**config.mk**
```make
export PLATFORM = sky130hd
export DESIGN_NAME = dled_encoder
export DESIGN_NICKNAME = d
export VERILOG_FILES = /design/src/dled_pkg.sv /design/src/dled_encoder.sv
export SDC_FILE = /design/constraint.sdc
export NUM_CORES = 1
export LEC_CHECK = 0
export BUFFER_PORTS_ARGS = -buffer_cell sky130_fd_sc_hd__clkbuf_2
export CORE_ASPECT_RATIO = 0.75
export CORE_MARGIN = 4
export CORE_UTILIZATION = 30
export DETAILED_ROUTE_END_ITERATION = 12
export PLACE_DENSITY_LB_ADDON = 0.08
export SLEW_MARGIN = 20
export SYNTH_ARGS = -nofsm -noshare
export SYNTH_HDL_FRONTEND = slang
export SYNTH_SLANG_ARGS = --single-unit
```
**constraint.sdc**
```tcl
create_clock -name CLK_SYS_IN -period 3.35 [get_ports CLK_SYS_IN]
set_input_delay 0.5025 -clock CLK_SYS_IN [delete_from_list [all_inputs] [get_ports CLK_SYS_IN]]
set_output_delay 0.5025 -clock CLK_SYS_IN [all_outputs]
set_load 0.02 [all_outputs]
```
**src/dled_pkg.sv**
```systemverilog
/*
 * Package for the diagnostic indicator encoder: register map, colour and
 * state types, status carriers and blink timing.
 * Assumes a 200 MHz system clock; all users refer to names as dled_pkg::name.
 */
package dled_pkg;

    // Register byte offsets on the APB bus.
    localparam logic [7:0] REG_CTRL = 8'h00;
    localparam logic [7:0] REG_STATUS = 8'h04;
    localparam logic [7:0] REG_FAULT = 8'h08;

    // Field positions.
    localparam int CTRL_OVR_DIS_BIT = 0;
    localparam int CTRL_FLT_CLR_BIT = 1;
    localparam int FAULT_VALID_BIT = 16;
    localparam logic [31:0] CTRL_RESET = 32'h0000_0000;

    // Fault codes and arguments of the red flash sequence.
    localparam logic [7:0] FC_NVM = 8'h01;
    localparam logic [7:0] FA_NVM_CKSUM = 8'h00;
    localparam logic [7:0] FA_TBL_OVF = 8'h01;
    localparam logic [7:0] FA_BAD_TYPE = 8'h02;
    localparam logic [7:0] FC_CMD = 8'h03;
    localparam logic [7:0] FA_CMD = 8'h00;
    localparam logic [7:0] FC_DATA = 8'h04;
    localparam logic [7:0] FC_INIT = 8'h06;
    localparam logic [7:0] FA_SW_CHANGED = 8'h02;
    localparam logic [7:0] FC_CYCLE = 8'h07;
    localparam logic [7:0] FA_CYCLE = 8'h00;

    // Timing: blink half period in ms and the derived cycle count.
    localparam int CLK_MHZ = 200;
    localparam int BLINK_HALF_MS = 250;
    localparam int BLINK_HALF_CYC = BLINK_HALF_MS * CLK_MHZ * 1000;
    localparam logic [7:0] GAP_TICKS = 8'h02;
    localparam logic [7:0] PAUSE_TICKS = 8'h06;

    typedef enum logic [1:0] {COL_OFF, COL_GREEN, COL_ORANGE, COL_RED} dled_col_e;

    typedef enum logic [2:0] {
        BUS_NONE, BUS_NO_LINK, BUS_COMM_ERR, BUS_BAUD_SEARCH, BUS_WAIT_MASTER, BUS_ACTIVE
    } dled_bus_e;

    typedef enum logic [1:0] {PRG_STOP, PRG_RUN_NOBOOT, PRG_GEN_BOOT, PRG_RUN_BOOT} dled_prg_e;

    typedef enum logic [1:0] {SQ_CODE, SQ_GAP, SQ_ARG, SQ_PAUSE} dled_seq_e;

    typedef struct packed {
        dled_prg_e state;
        logic in_cycle;
        logic ovr_some;
        logic ovr_all;
    } dled_prg_s;

    typedef struct packed {
        logic chk_done;
        logic chk_ok;
        logic running;
        logic access;
    } dled_kbus_s;

    // One-cycle fault events from the terminal-bus unit.
    typedef struct packed {
        logic nvm_cksum;
        logic tbl_ovf;
        logic bad_type;
        logic cmd_err;
        logic brk;
        logic [7:0] brk_after;
        logic cyc_over;
        logic sw_changed;
    } dled_kflt_s;

endpackage

```
**src/dled_encoder.sv**
```systemverilog
/*
 * Diagnostic indicator group: drives the fieldbus, program and I/O
 * indicators and holds the terminal-bus fault for red flash display.
 * Assumes status inputs come from units on the same clock and an APB master
 * on the same clock. All outputs are registered.
 */
// Notes on behaviour
// - I/O indicator off after successful start-up check.
// - Terminal fault lights I/O red, type stored.
// - Every indicator has off, green, orange, red.
// - Fieldbus off unconnected, steady red link faults.
// - Fieldbus flashes red on communication timeout.
// - Fieldbus flashes orange during baud search.
// - Fieldbus flashes green waiting, green when active.
// - Program indicator off when stopped or empty.
// - Program flashes red on occasional overrun.
// - Program steady red when every cycle overruns.
// - Running without boot image: orange during cycle.
// - Generating boot image: program flashes orange.
// - Running from boot image: green during cycle.
// - I/O off when terminal bus idle.
// - I/O orange during register or tool access.
// - I/O green while terminal bus cycles.
// - Code 1 arguments: checksum, overflow, data type.
// - Command error reports code 3, argument 0.
// - Break after controller reports code 4, argument 0.
// - Break after terminal n reports code 4, n.
// - Code 7 cycle overrun held until reset.
// - Switches changed report code 6, argument 2.
`timescale 1ns/100ps
`default_nettype none

module dled_encoder #(
    parameter int BLINK_HALF_CYC = dled_pkg::BLINK_HALF_CYC
) (
    // Clock and reset.
    input wire logic CLK_SYS_IN,
    input wire logic RSTN_IN,
    // APB slave.
    input wire logic PSEL_IN,
    input wire logic PENABLE_IN,
    input wire logic PWRITE_IN,
    input wire logic [7:0] PADDR_IN,
    input wire logic [31:0] PWDATA_IN,
    output logic [31:0] PRDATA_OUT,
    output logic PREADY_OUT,
    output logic PSLVERR_OUT,
    // Status from the fieldbus, program and terminal-bus units.
    input wire dled_pkg::dled_bus_e BUS_STATE_IN,
    input wire dled_pkg::dled_prg_s PRG_STATUS_IN,
    input wire dled_pkg::dled_kbus_s KBUS_STATUS_IN,
    input wire dled_pkg::dled_kflt_s KBUS_FAULT_IN,
    // Indicator colours.
    output dled_pkg::dled_col_e BUS_LED_OUT,
    output dled_pkg::dled_col_e PRG_LED_OUT,
    output dled_pkg::dled_col_e IO_LED_OUT
);

    logic [25:0] blink_cnt_r;
    logic blink_on_r;
    logic tick;
    logic [31:0] ctrl_r;
    logic wr_acc;
    logic flt_clr;
    logic flt_v_r;
    logic [7:0] flt_code_r;
    logic [7:0] flt_arg_r;
    logic flt_lock;
    logic evt_v;
    logic [7:0] evt_code;
    logic [7:0] evt_arg;
    dled_pkg::dled_seq_e seq_r;
    logic [7:0] seq_cnt_r;
    logic seq_half_r;
    logic seq_lit_r;
    logic seq_restart;
    dled_pkg::dled_col_e bus_nxt;
    dled_pkg::dled_col_e prg_nxt;
    dled_pkg::dled_col_e io_nxt;

    // Shared blink timer; tick marks each half period.
    assign tick = (blink_cnt_r == 26'(BLINK_HALF_CYC - 1));

    always_ff @(posedge CLK_SYS_IN) begin
        if (!RSTN_IN) begin
            blink_cnt_r <= 26'h0;
            blink_on_r <= 1'b0;
        end else if (tick) begin
            blink_cnt_r <= 26'h0;
            blink_on_r <= ~blink_on_r;
        end else begin
            blink_cnt_r <= blink_cnt_r + 26'h1;
        end
    end

    // APB slave: no wait states, answer registered in the setup phase.
    assign wr_acc = PSEL_IN && PENABLE_IN && PREADY_OUT && PWRITE_IN;
    assign flt_clr = wr_acc && (PADDR_IN == dled_pkg::REG_CTRL)
        && PWDATA_IN[dled_pkg::CTRL_FLT_CLR_BIT];

    always_ff @(posedge CLK_SYS_IN) begin
        if (!RSTN_IN) begin
            PREADY_OUT <= 1'b0;
            PSLVERR_OUT <= 1'b0;
            PRDATA_OUT <= 32'h0;
        end else begin
            PREADY_OUT <= PSEL_IN && !PENABLE_IN;
            PSLVERR_OUT <= 1'b0;
            PRDATA_OUT <= 32'h0;
            if (PSEL_IN && !PENABLE_IN) begin
                if (PADDR_IN == dled_pkg::REG_CTRL) begin
                    PRDATA_OUT <= ctrl_r;
                end else if (PADDR_IN == dled_pkg::REG_STATUS) begin
                    PRDATA_OUT <= {24'h0, KBUS_STATUS_IN.chk_done, blink_on_r,
                        IO_LED_OUT, PRG_LED_OUT, BUS_LED_OUT};
                end else if (PADDR_IN == dled_pkg::REG_FAULT) begin
                    PRDATA_OUT <= {15'h0, flt_v_r, flt_code_r, flt_arg_r};
                end else begin
                    PSLVERR_OUT <= 1'b1;
                end
            end
        end
    end

    // Control register: bit 0 hides program overrun, bit 1 is self-clearing.
    always_ff @(posedge CLK_SYS_IN) begin
        if (!RSTN_IN) begin
            ctrl_r <= dled_pkg::CTRL_RESET;
        end else if (wr_acc && PADDR_IN == dled_pkg::REG_CTRL) begin
            ctrl_r <= {31'h0, PWDATA_IN[dled_pkg::CTRL_OVR_DIS_BIT]};
        end
    end

    // Fault event to code and argument, cycle overrun first.
    always_comb begin
        evt_v = 1'b1;
        evt_code = dled_pkg::FC_CMD;
        evt_arg = dled_pkg::FA_CMD;
        if (KBUS_FAULT_IN.cyc_over) begin
            evt_code = dled_pkg::FC_CYCLE;
            evt_arg = dled_pkg::FA_CYCLE;
        end else if (KBUS_FAULT_IN.nvm_cksum) begin
            evt_code = dled_pkg::FC_NVM;
            evt_arg = dled_pkg::FA_NVM_CKSUM;
        end else if (KBUS_FAULT_IN.tbl_ovf) begin
            evt_code = dled_pkg::FC_NVM;
            evt_arg = dled_pkg::FA_TBL_OVF;
        end else if (KBUS_FAULT_IN.bad_type) begin
            evt_code = dled_pkg::FC_NVM;
            evt_arg = dled_pkg::FA_BAD_TYPE;
        end else if (KBUS_FAULT_IN.cmd_err) begin
            evt_code = dled_pkg::FC_CMD;
            evt_arg = dled_pkg::FA_CMD;
        end else if (KBUS_FAULT_IN.brk) begin
            evt_code = dled_pkg::FC_DATA;
            evt_arg = KBUS_FAULT_IN.brk_after;
        end else if (KBUS_FAULT_IN.sw_changed) begin
            evt_code = dled_pkg::FC_INIT;
            evt_arg = dled_pkg::FA_SW_CHANGED;
        end else if (KBUS_STATUS_IN.chk_done && !KBUS_STATUS_IN.chk_ok && !flt_v_r) begin
            evt_code = dled_pkg::FC_CMD;
            evt_arg = dled_pkg::FA_CMD;
        end else begin
            evt_v = 1'b0;
        end
    end

    // A cycle overrun fault stays until reset; nothing replaces or clears it.
    assign flt_lock = flt_v_r && (flt_code_r == dled_pkg::FC_CYCLE);
    assign seq_restart = evt_v && !flt_lock;

    // Fault holder; a new event wins over a clear in the same cycle.
    always_ff @(posedge CLK_SYS_IN) begin
        if (!RSTN_IN) begin
            flt_v_r <= 1'b0;
            flt_code_r <= 8'h0;
            flt_arg_r <= 8'h0;
        end else if (seq_restart) begin
            flt_v_r <= 1'b1;
            flt_code_r <= evt_code;
            flt_arg_r <= evt_arg;
        end else if (flt_clr && !flt_lock) begin
            flt_v_r <= 1'b0;
        end
    end

    // Red flash sequencer: code burst, gap, argument burst, pause.
    always_ff @(posedge CLK_SYS_IN) begin
        if (!RSTN_IN || !flt_v_r || seq_restart) begin
            seq_r <= dled_pkg::SQ_CODE;
            seq_cnt_r <= 8'h0;
            seq_half_r <= 1'b0;
            seq_lit_r <= 1'b0;
        end else if (tick) begin
            case (seq_r)
                dled_pkg::SQ_CODE, dled_pkg::SQ_ARG: begin
                    if (seq_cnt_r == ((seq_r == dled_pkg::SQ_CODE) ? flt_code_r : flt_arg_r)) begin
                        seq_r <= (seq_r == dled_pkg::SQ_CODE) ? dled_pkg::SQ_GAP
                            : dled_pkg::SQ_PAUSE;
                        seq_cnt_r <= 8'h0;
                    end else if (!seq_half_r) begin
                        seq_half_r <= 1'b1;
                        seq_lit_r <= 1'b1;
                    end else begin
                        seq_half_r <= 1'b0;
                        seq_lit_r <= 1'b0;
                        seq_cnt_r <= seq_cnt_r + 8'h1;
                    end
                end
                dled_pkg::SQ_GAP: begin
                    if (seq_cnt_r == dled_pkg::GAP_TICKS - 8'h1) begin
                        seq_r <= dled_pkg::SQ_ARG;
                        seq_cnt_r <= 8'h0;
                    end else begin
                        seq_cnt_r <= seq_cnt_r + 8'h1;
                    end
                end
                default: begin
                    if (seq_cnt_r == dled_pkg::PAUSE_TICKS - 8'h1) begin
                        seq_r <= dled_pkg::SQ_CODE;
                        seq_cnt_r <= 8'h0;
                    end else begin
                        seq_cnt_r <= seq_cnt_r + 8'h1;
                    end
                end
            endcase
        end
    end

    // Fieldbus indicator.
    always_comb begin
        case (BUS_STATE_IN)
            dled_pkg::BUS_NO_LINK: bus_nxt = dled_pkg::COL_RED;
            dled_pkg::BUS_COMM_ERR: bus_nxt = blink_on_r ? dled_pkg::COL_RED
                : dled_pkg::COL_OFF;
            dled_pkg::BUS_BAUD_SEARCH: bus_nxt = blink_on_r ? dled_pkg::COL_ORANGE
                : dled_pkg::COL_OFF;
            dled_pkg::BUS_WAIT_MASTER: bus_nxt = blink_on_r ? dled_pkg::COL_GREEN
                : dled_pkg::COL_OFF;
            dled_pkg::BUS_ACTIVE: bus_nxt = dled_pkg::COL_GREEN;
            default: bus_nxt = dled_pkg::COL_OFF;
        endcase
    end

    // Program indicator; overrun display can be hidden by software.
    always_comb begin
        prg_nxt = dled_pkg::COL_OFF;
        if (PRG_STATUS_IN.state == dled_pkg::PRG_STOP) begin
            prg_nxt = dled_pkg::COL_OFF;
        end else if (PRG_STATUS_IN.ovr_all && !ctrl_r[dled_pkg::CTRL_OVR_DIS_BIT]) begin
            prg_nxt = dled_pkg::COL_RED;
        end else if (PRG_STATUS_IN.ovr_some && !ctrl_r[dled_pkg::CTRL_OVR_DIS_BIT]) begin
            prg_nxt = blink_on_r ? dled_pkg::COL_RED : dled_pkg::COL_OFF;
        end else if (PRG_STATUS_IN.state == dled_pkg::PRG_GEN_BOOT) begin
            prg_nxt = blink_on_r ? dled_pkg::COL_ORANGE : dled_pkg::COL_OFF;
        end else if (PRG_STATUS_IN.in_cycle) begin
            prg_nxt = (PRG_STATUS_IN.state == dled_pkg::PRG_RUN_BOOT)
                ? dled_pkg::COL_GREEN : dled_pkg::COL_ORANGE;
        end
    end

    // I/O indicator; orange until the start-up check completes.
    always_comb begin
        if (flt_v_r) begin
            io_nxt = seq_lit_r ? dled_pkg::COL_RED : dled_pkg::COL_OFF;
        end else if (!KBUS_STATUS_IN.chk_done || KBUS_STATUS_IN.access) begin
            io_nxt = dled_pkg::COL_ORANGE;
        end else if (KBUS_STATUS_IN.running) begin
            io_nxt = dled_pkg::COL_GREEN;
        end else begin
            io_nxt = dled_pkg::COL_OFF;
        end
    end

    always_ff @(posedge CLK_SYS_IN) begin
        if (!RSTN_IN) begin
            BUS_LED_OUT <= dled_pkg::COL_OFF;
            PRG_LED_OUT <= dled_pkg::COL_OFF;
            IO_LED_OUT <= dled_pkg::COL_OFF;
        end else begin
            BUS_LED_OUT <= bus_nxt;
            PRG_LED_OUT <= prg_nxt;
            IO_LED_OUT <= io_nxt;
        end
    end
endmodule

`default_nettype wire

```
==> out/results.tsv, run 1 <==
stage	metric	value	unit
grt	GRT met1 Usage	18.6	%
clocking	post-CTS sizing	0	
die	die area	14000	µm²
worst_setup_path	crit path kind	reg2reg	
synth	synthesized area	3640	µm²
final_layout	ant diodes	0	
power_and_ir_drop	worst vdd ir	0.217	mV
timing	Setup TNS Final	0	ns
worst_hold_path	Hold WC Path Type	in2reg	
worst_setup_path	crit path launch type	register	
clocking	H-tree depth	3	
route	antenna-violating nets left	0	
job	Max-Cap Viols	0	
route	Iter 0 DRT Violations	125	
clocking	CTS tree	yes	
timing	final setup violation count	0	
grt	met2 Track Usage GR	19.4	%
clocking	clock transition at the registers of the reported paths	0.06	ns
worst_setup_path	Critical Path RT	3.60	ns
synth	#FFs+latches synth	71	
die	Die W	135	µm
clocking	hold buffers post-CTS	0	
route	Via Count	3071	
grt	met3 usage	4.30	%
grt	GR Overflow Total	0	
timing	share of the clock period used by the worst path	81.3	%
die	core area	11700	µm²
route	Routed WL per cell	13.6	µm
worst_setup_path	worst path bufs/invs	2	
final_layout	area grow syn2layout	20.4	%
power_and_ir_drop	Power, Total	1960	µW
die	I/O pin cnt	112	
timing	Clock Skew	0.00719	ns
route	DRC Markers	0	
worst_setup_path	crit end category	register	
clocking	clk_lat worst skew	0.33	ns
placement	post-DP HPWL	6.71	mm
synth	Post-synth ARST share	0	%
worst_setup_path	slowest CP cell	a211oi_2	
timing	Slew headroom	46.7	%
clocking	Root Driver	clkbuf_16	
final_layout	fin cells	658	
placement	placed cell count	642	
clocking	CTS max path bufs	2	
worst_setup_path	CP top delay family	compound AO/OA/AOI/OAI gates	
clocking	Sink Count	71	
timing	final hold viol count	0	
timing	worst-margin pin slew	0.794	ns
worst_setup_path	slowest stage delay, CP	0.47	ns
worst_setup_path	CP cell instances	inv_1 -> ha_1 -> nand3b_1 -> o32a_1 -> a32o_1 -> o22ai_1 -> buf_4 -> a211oi_2 -> o211ai_1 -> o2bb2ai_1	
synth	number of synthesized flops with an enable pin	0	
placement	RePlAce Congestion	0.810	
synth	most common flop cell mapped by yosys	dfxtp_1	
worst_setup_path	CP max FO	9	
clocking	Post-CTS Setup Inserts	0	
final_layout	share of layout cells above drive strength 1	19.0	%
grt	vias in the first global route	2939	
power_and_ir_drop	Pleak	0.00177	µW
placement	Buffers on Ports	61	
timing	Fmax achieved	367	MHz
synth	sequential area share after synthesis	39.1	%
route	total wire length	8.95	mm
die	Initial Util	31.0	%
synth	Cells after Synth	426	
grt	largest net degree at the start of global routing	26	
timing	RSZ-0062 raised after global routing	false	
synth	Synth Warn #	0	
die	Core Rows	34	
synth	post-synthesis cell type count	53	
power_and_ir_drop	PD cells	448	nW/µm²
outcome	status	finished clean	
grt	busiest layer in global routing	met2	
grt	initial antenna violation count	0	
route	vias per inst	4.67	
timing	Max Slew Vio Count	0	
final_layout	fin nets	571	
grt	first-pass GRT wire length	14.6	mm
synth	Syn Area/Cell	8.54	µm²
route	DR pass1 iterations	6	
worst_setup_path	arrival time at the worst endpoint	2.97	ns
clocking	TritonCTS Buffers	9	
final_layout	final core occ	37.3	%
die	Die Ht	103	µm
grt	GRT Util Overall	13.3	%
timing	post-layout minimum cycle time	2.72	ns
==> cell usage after synthesis, types with 6 or more instances <==
master | count | area share (%)
xor2_1 | 20 | 4.8
and3_1 | 9 | 1.5
nand3b_1 | 6 | 1.2
o21ai_0 | 14 | 1.9
a22o_1 | 9 | 2.2
buf_4 | 20 | 4.1
nor2_1 | 54 | 5.6
inv_1 | 11 | 1.1
nand4_1 | 8 | 1.4
nand2_1 | 29 | 3.0
nor3_1 | 6 | 0.83
mux2i_1 | 7 | 1.9
a21oi_1 | 18 | 2.5
and2_1 | 10 | 1.7
nand3_1 | 18 | 2.5
ha_1 | 8 | 2.8
nor2b_1 | 17 | 2.9
dfxtp_1 | 71 | 39
xnor2_1 | 11 | 2.6
clkbuf_1 | 12 | 1.2
or3_1 | 6 | 1.0
==> logic make-up (layout without fill, tap and decap cells) <==
kind of cell	after synthesis	count (layout)	share of synthesized area (%)
multiplexers	8	8	2.24
adder cells (fa/ha/maj)	8	8	2.75
XOR/XNOR	31	31	7.46
buffers and inverters	44	95	6.60
AO/OA/AOI/OAI	72	72	13.7
other	1	20	0.103
flip-flops	71	71	39.1
AND/OR/NAND/NOR	191	191	28.1
==> flip-flops by register name, indices dropped and copies added, names as in the netlist <==
name         flops
PRDATA_OUT      12
seq_r            2
flt_v_r          1
PSLVERR_OUT      1
IO_LED_OUT       2
seq_lit_r        1
blink_cnt_r     26
ctrl_r           1
PREADY_OUT       1
flt_arg_r        8
PRG_LED_OUT      2
blink_on_r       1
flt_code_r       3
seq_cnt_r        8
BUS_LED_OUT      2
==> cells in the final DEF, fill, tap and decap left out, types with 8 or more instances in the layout <==
master and instances:
a21oi_1 18, xnor2_1 11, clkbuf_16 9, o21ai_0 14
xor2_1 20, dfxtp_1 71, nand3_1 18, inv_1 11
conb_1 20, nor2b_1 17, nand2_1 29, nand4_1 8
and3_1 9, a22o_1 9, clkbuf_2 61, and2_1 10
ha_1 8, nor2_1 54
==> through the flow <==
stage,hold slack [ns],setup WS [ns],cell area (µm²)
2_1_floorplan,0.430,0.935,3710
3_3_place_gp,0.447,0.597,4070
3_5_place_dp,0.456,0.567,4070
4_1_cts,0.360,0.604,4380
5_1_grt,0.372,0.331,4380
6_report,0.373,0.628,4380
==> layout make-up <==
cell class                 instances  area [µm²]
inverter                          11        41.3
sequential                        71        1420
clock buffer                      11         253
tap                              162         203
clock inverter                     5        56.3
multi-input combinational        330        2050
timing repair buffer              68         358
fill                            1215        7360
==> final timing paths <==
| check | to | slack, ns | cells after the start | startpoint |
|---|---|---|---|---|
| worst max-delay path | seq_cnt_r[1] | 0.63 | 10 | seq_r[0] |
| worst min register to register | blink_cnt_r[0] | 0.47 | 1 | blink_cnt_r[0] |
| worst min-delay path | BUS_LED_OUT[1] | 0.37 | 2 | BUS_STATE_IN[2] |
| worst max register to register | seq_cnt_r[1] | 0.63 | 10 | seq_r[0] |
==> report_power, final <==
part | internal, µW | switching, µW
Clock | 615 | 356
Sequential | 856 | 11.5
Combinational | 47.8 | 76.7
==> metal layers <==
layer | part of all wire [%] | wire [µm]
met5 | 0 | 0
met4 | 0.88 | 79
met3 | 5.9 | 531
met2 | 41 | 3690
met1 | 52 | 4650
Note: power is estimated with default switching activity, not from simulation.
==> run 2, diff against run 1 <==
==> constraint.sdc (replaced) <==
create_clock -name CLK_SYS_IN -period 2.3 [get_ports CLK_SYS_IN]
set_input_delay 0.345 -clock CLK_SYS_IN [delete_from_list [all_inputs] [get_ports CLK_SYS_IN]]
set_output_delay 0.345 -clock CLK_SYS_IN [all_outputs]
set_load 0.02 [all_outputs]
==> run 2 against run 1 <==
Wire length grew 3.4%. Largest power group unchanged. Fmax grew 22%. Register-to-register slack lost 0.55 ns. Design area grew 5.4%. Highest routed layer unchanged. Sequential power grew 45%. Clock-buffer cell count grew 2. Cell count grew 4.0%. Sequential cell count is the same. Via count grew 3.5%. Utilization grew 2.0 points. Sequential share of layout area shrank 1.6 points.
==> out/results.tsv, run 2 (synthesized netlist as in run 1, its figures left out) <==
stage	metric	value	unit	change
timing	share of the clock period used by the worst path	96.7	%	+15 points
final_layout	Largest regs	blink_cnt_r x26, PRDATA_OUT x12		
timing	final setup violation count	0		unchanged
worst_setup_path	arrival time at the worst endpoint	2.49	ns	-0.48 ns
placement	post-DP HPWL	7.15	mm	+6.6%
route	Via Count	3180		+3.5%
timing	Max Slew Vio Count	0		unchanged
route	vias per inst	4.65		-0.39%
timing	post-layout minimum cycle time	2.22	ns	-0.497 ns
worst_setup_path	crit path launch type	register		
timing	Fmax achieved	449	MHz	+22%
worst_setup_path	crit end category	register		
timing	Clock Skew	0.00573	ns	-0.00146 ns
die	die area	14000	µm²	unchanged
worst_setup_path	CP cell instances	inv_4 -> ha_4 -> buf_6 -> nand3b_1 -> o32a_1 -> a32o_2 -> a211oi_2 -> o21ai_1 -> or3_1 -> a21oi_2		
placement	DP Area	4240	µm²	+4.2%
grt	initial antenna violation count	0		unchanged
final_layout	fin nets	597		+4.6%
timing	worst-margin pin slew	0.621	ns	-0.173 ns
timing	RSZ-0062 raised after global routing	true		
final_layout	share of layout cells above drive strength 1	25.1	%	+6.1 points
worst_hold_path	Hold Crit Endpoint	BUS_LED_OUT[1]		
final_layout	ant diodes	0		unchanged
clocking	TritonCTS Buffers	9		unchanged
placement	placed cell count	664		+3.4%
power_and_ir_drop	PD cells	596	nW/µm²	+33%
clocking	Sink Count	71		unchanged
die	core area	11700	µm²	unchanged
clocking	hold buffers post-CTS	0		unchanged
placement	Buffers on Ports	61		unchanged
grt	GRT met1 Usage	20.1	%	+1.6 points
grt	GRT Util Overall	13.8	%	+0.54 points
worst_setup_path	CP max FO	6		-3
route	DR pass1 iterations	4		-2
final_layout	Largest Register	blink_cnt_r		
outcome	status	finished clean		
timing	Slew headroom	58.5	%	+12 points
clocking	H-tree depth	3		unchanged
grt	first-pass GRT wire length	15.0	mm	+3.2%
route	DRC Markers	0		unchanged
final_layout	Fillers	1220		+0.41%
worst_setup_path	slowest CP cell	or3_1		
timing	final hold viol count	0		unchanged
grt	vias in the first global route	3005		+2.2%
grt	largest net degree at the start of global routing	26		unchanged
final_layout	commonest cells after routing, fill and taps aside	69 x dfxtp_1, 61 x clkbuf_2, 54 x nor2_1, 31 x buf_4, 29 x nand2_1		
worst_setup_path	Reg2Reg Setup Slack	0.08	ns	-0.55 ns
timing	Setup WS post-layout	0.0752	ns	-0.553 ns
final_layout	leading cell type in the layout, fill and taps excluded	dfxtp_1		
job	Max-Cap Viols	0		unchanged
grt	busiest layer in global routing	met1		
route	Iter 0 DRT Violations	137		+9.6%
worst_setup_path	slowest stage delay, CP	0.41	ns	-0.06 ns
final_layout	post-route cell area	4620	µm²	+5.4%
die	Core Rows	34		unchanged
worst_setup_path	FF-to-FF End	seq_r[0]		
grt	GR Overflow Total	0		unchanged
die	Die W	135	µm	unchanged
route	total wire length	9.25	mm	+3.4%
final_layout	Largest register FFs	26		unchanged
final_layout	area grow syn2layout	26.9	%	
worst_hold_path	hold depth	2		unchanged
final_layout	final core occ	39.3	%	+2.0 points
worst_setup_path	Reg2Reg Launch Point	seq_r[0]		
worst_hold_path	Hold WC Path Type	in2reg		
worst_setup_path	crit path kind	reg2reg		
clocking	CTS max path bufs	2		unchanged
power_and_ir_drop	worst vdd ir	0.311	mV	+43%
clocking	clock transition at the registers of the reported paths	0.06	ns	about the same
grt	met2 Track Usage GR	19.6	%	+0.19 points
placement	RePlAce Congestion	0.782		-3.5%
final_layout	fin cells	684		+4.0%
power_and_ir_drop	Pleak	0.00190	µW	+7.6%
clocking	CTS tree	yes		
grt	met3 usage	4.11	%	-0.19 points
die	Die Ht	103	µm	unchanged
route	Routed WL per cell	13.5	µm	-0.49%
worst_hold_path	min-delay src	BUS_STATE_IN[2]		
die	Initial Util	31.0	%	unchanged
clocking	Root Driver	clkbuf_16		
route	antenna-violating nets left	0		unchanged
clocking	clk_lat worst skew	0.33	ns	about the same
worst_setup_path	FF-to-FF path depth	10		unchanged
worst_setup_path	Critical Path RT	2.57	ns	-1.03 ns
placement	Place WS	-0.0730	ns	-0.640 ns
die	I/O pin cnt	112		unchanged
[run 2: cell count changes in the layout (fill, tap and decap cells not counted), sizes merged]
cell    change
clkbuf      +2
clkinv      -1
bufinv      -1
buf        +26
[run 2: worst max path at each step]
stage	end	start	depth (start not counted)	slack (ns)
2_1_floorplan	seq_cnt_r[3]	KBUS_FAULT_IN[14]	7	0.04
3_3_place_gp	seq_cnt_r[4]	KBUS_FAULT_IN[14]	8	-0.04
3_5_place_dp	seq_cnt_r[5]	seq_r[0]	8	-0.07
4_1_cts	seq_cnt_r[4]	seq_r[0]	9	-0.006
5_1_grt	seq_r[0]	seq_r[1]	10	-0.06
6_report	seq_r[0]	seq_r[0]	10	0.08
[run 2: what timing repair did]
action                                  4_1_cts  5_1_grt
endpoints found under the setup margin        5       10
gates resized for setup                       3       19
setup buffers                                 2        2
pin swaps                                     2        9
[run 2: metrics by stage]
step	setup TNS [ns]	hold WS, ns	power (µW)
floorplan	0	0.421	1420
global route	-0.0777	0.195	2900
global placement	-0.147	0.448	1480
detailed placement	-0.233	0.460	1490
finish	0	0.205	2750
CTS	-0.00600	0.190	2820
[run 2: worst max-delay path: cells and delay by family, from the launching register on]
kind	cells	cell delay [ns]
simple gates	2	0.56
buf+inv	2	0.18
flops	1	0.35
fa+ha+maj	1	0.17
compound gates	5	0.90
[run 2: layout make-up]
class | instances | area [µm²] | share of cell area, %
Multi-Input combinational cell | 330 | 2110 | 45.6
Sequential cell | 71 | 1420 | 30.8
Timing Repair Buffer | 94 | 561 | 12.1
Clock buffer | 13 | 260 | 5.64
Tap cell | 162 | 203 | 4.39
Inverter | 11 | 46.3 | 1.00
Clock inverter | 3 | 17.5 | 0.379
[run 2: power by group]
| part | total, µW | internal, µW | switching (µW) | leakage, µW |
|---|---|---|---|---|
| Combinational | 201 | 81.9 | 119 | 0.00119 |
| Sequential | 1260 | 1250 | 15.7 | 0.000576 |
| Clock | 1290 | 785 | 504 | 0.000136 |
[run 2: metal layers]
layer | share of wire, % | routed length [µm]
met2 | 40 | 3680
met3 | 5.3 | 490
met5 | 0 | 0
met4 | 1.2 | 111
met1 | 54 | 4970
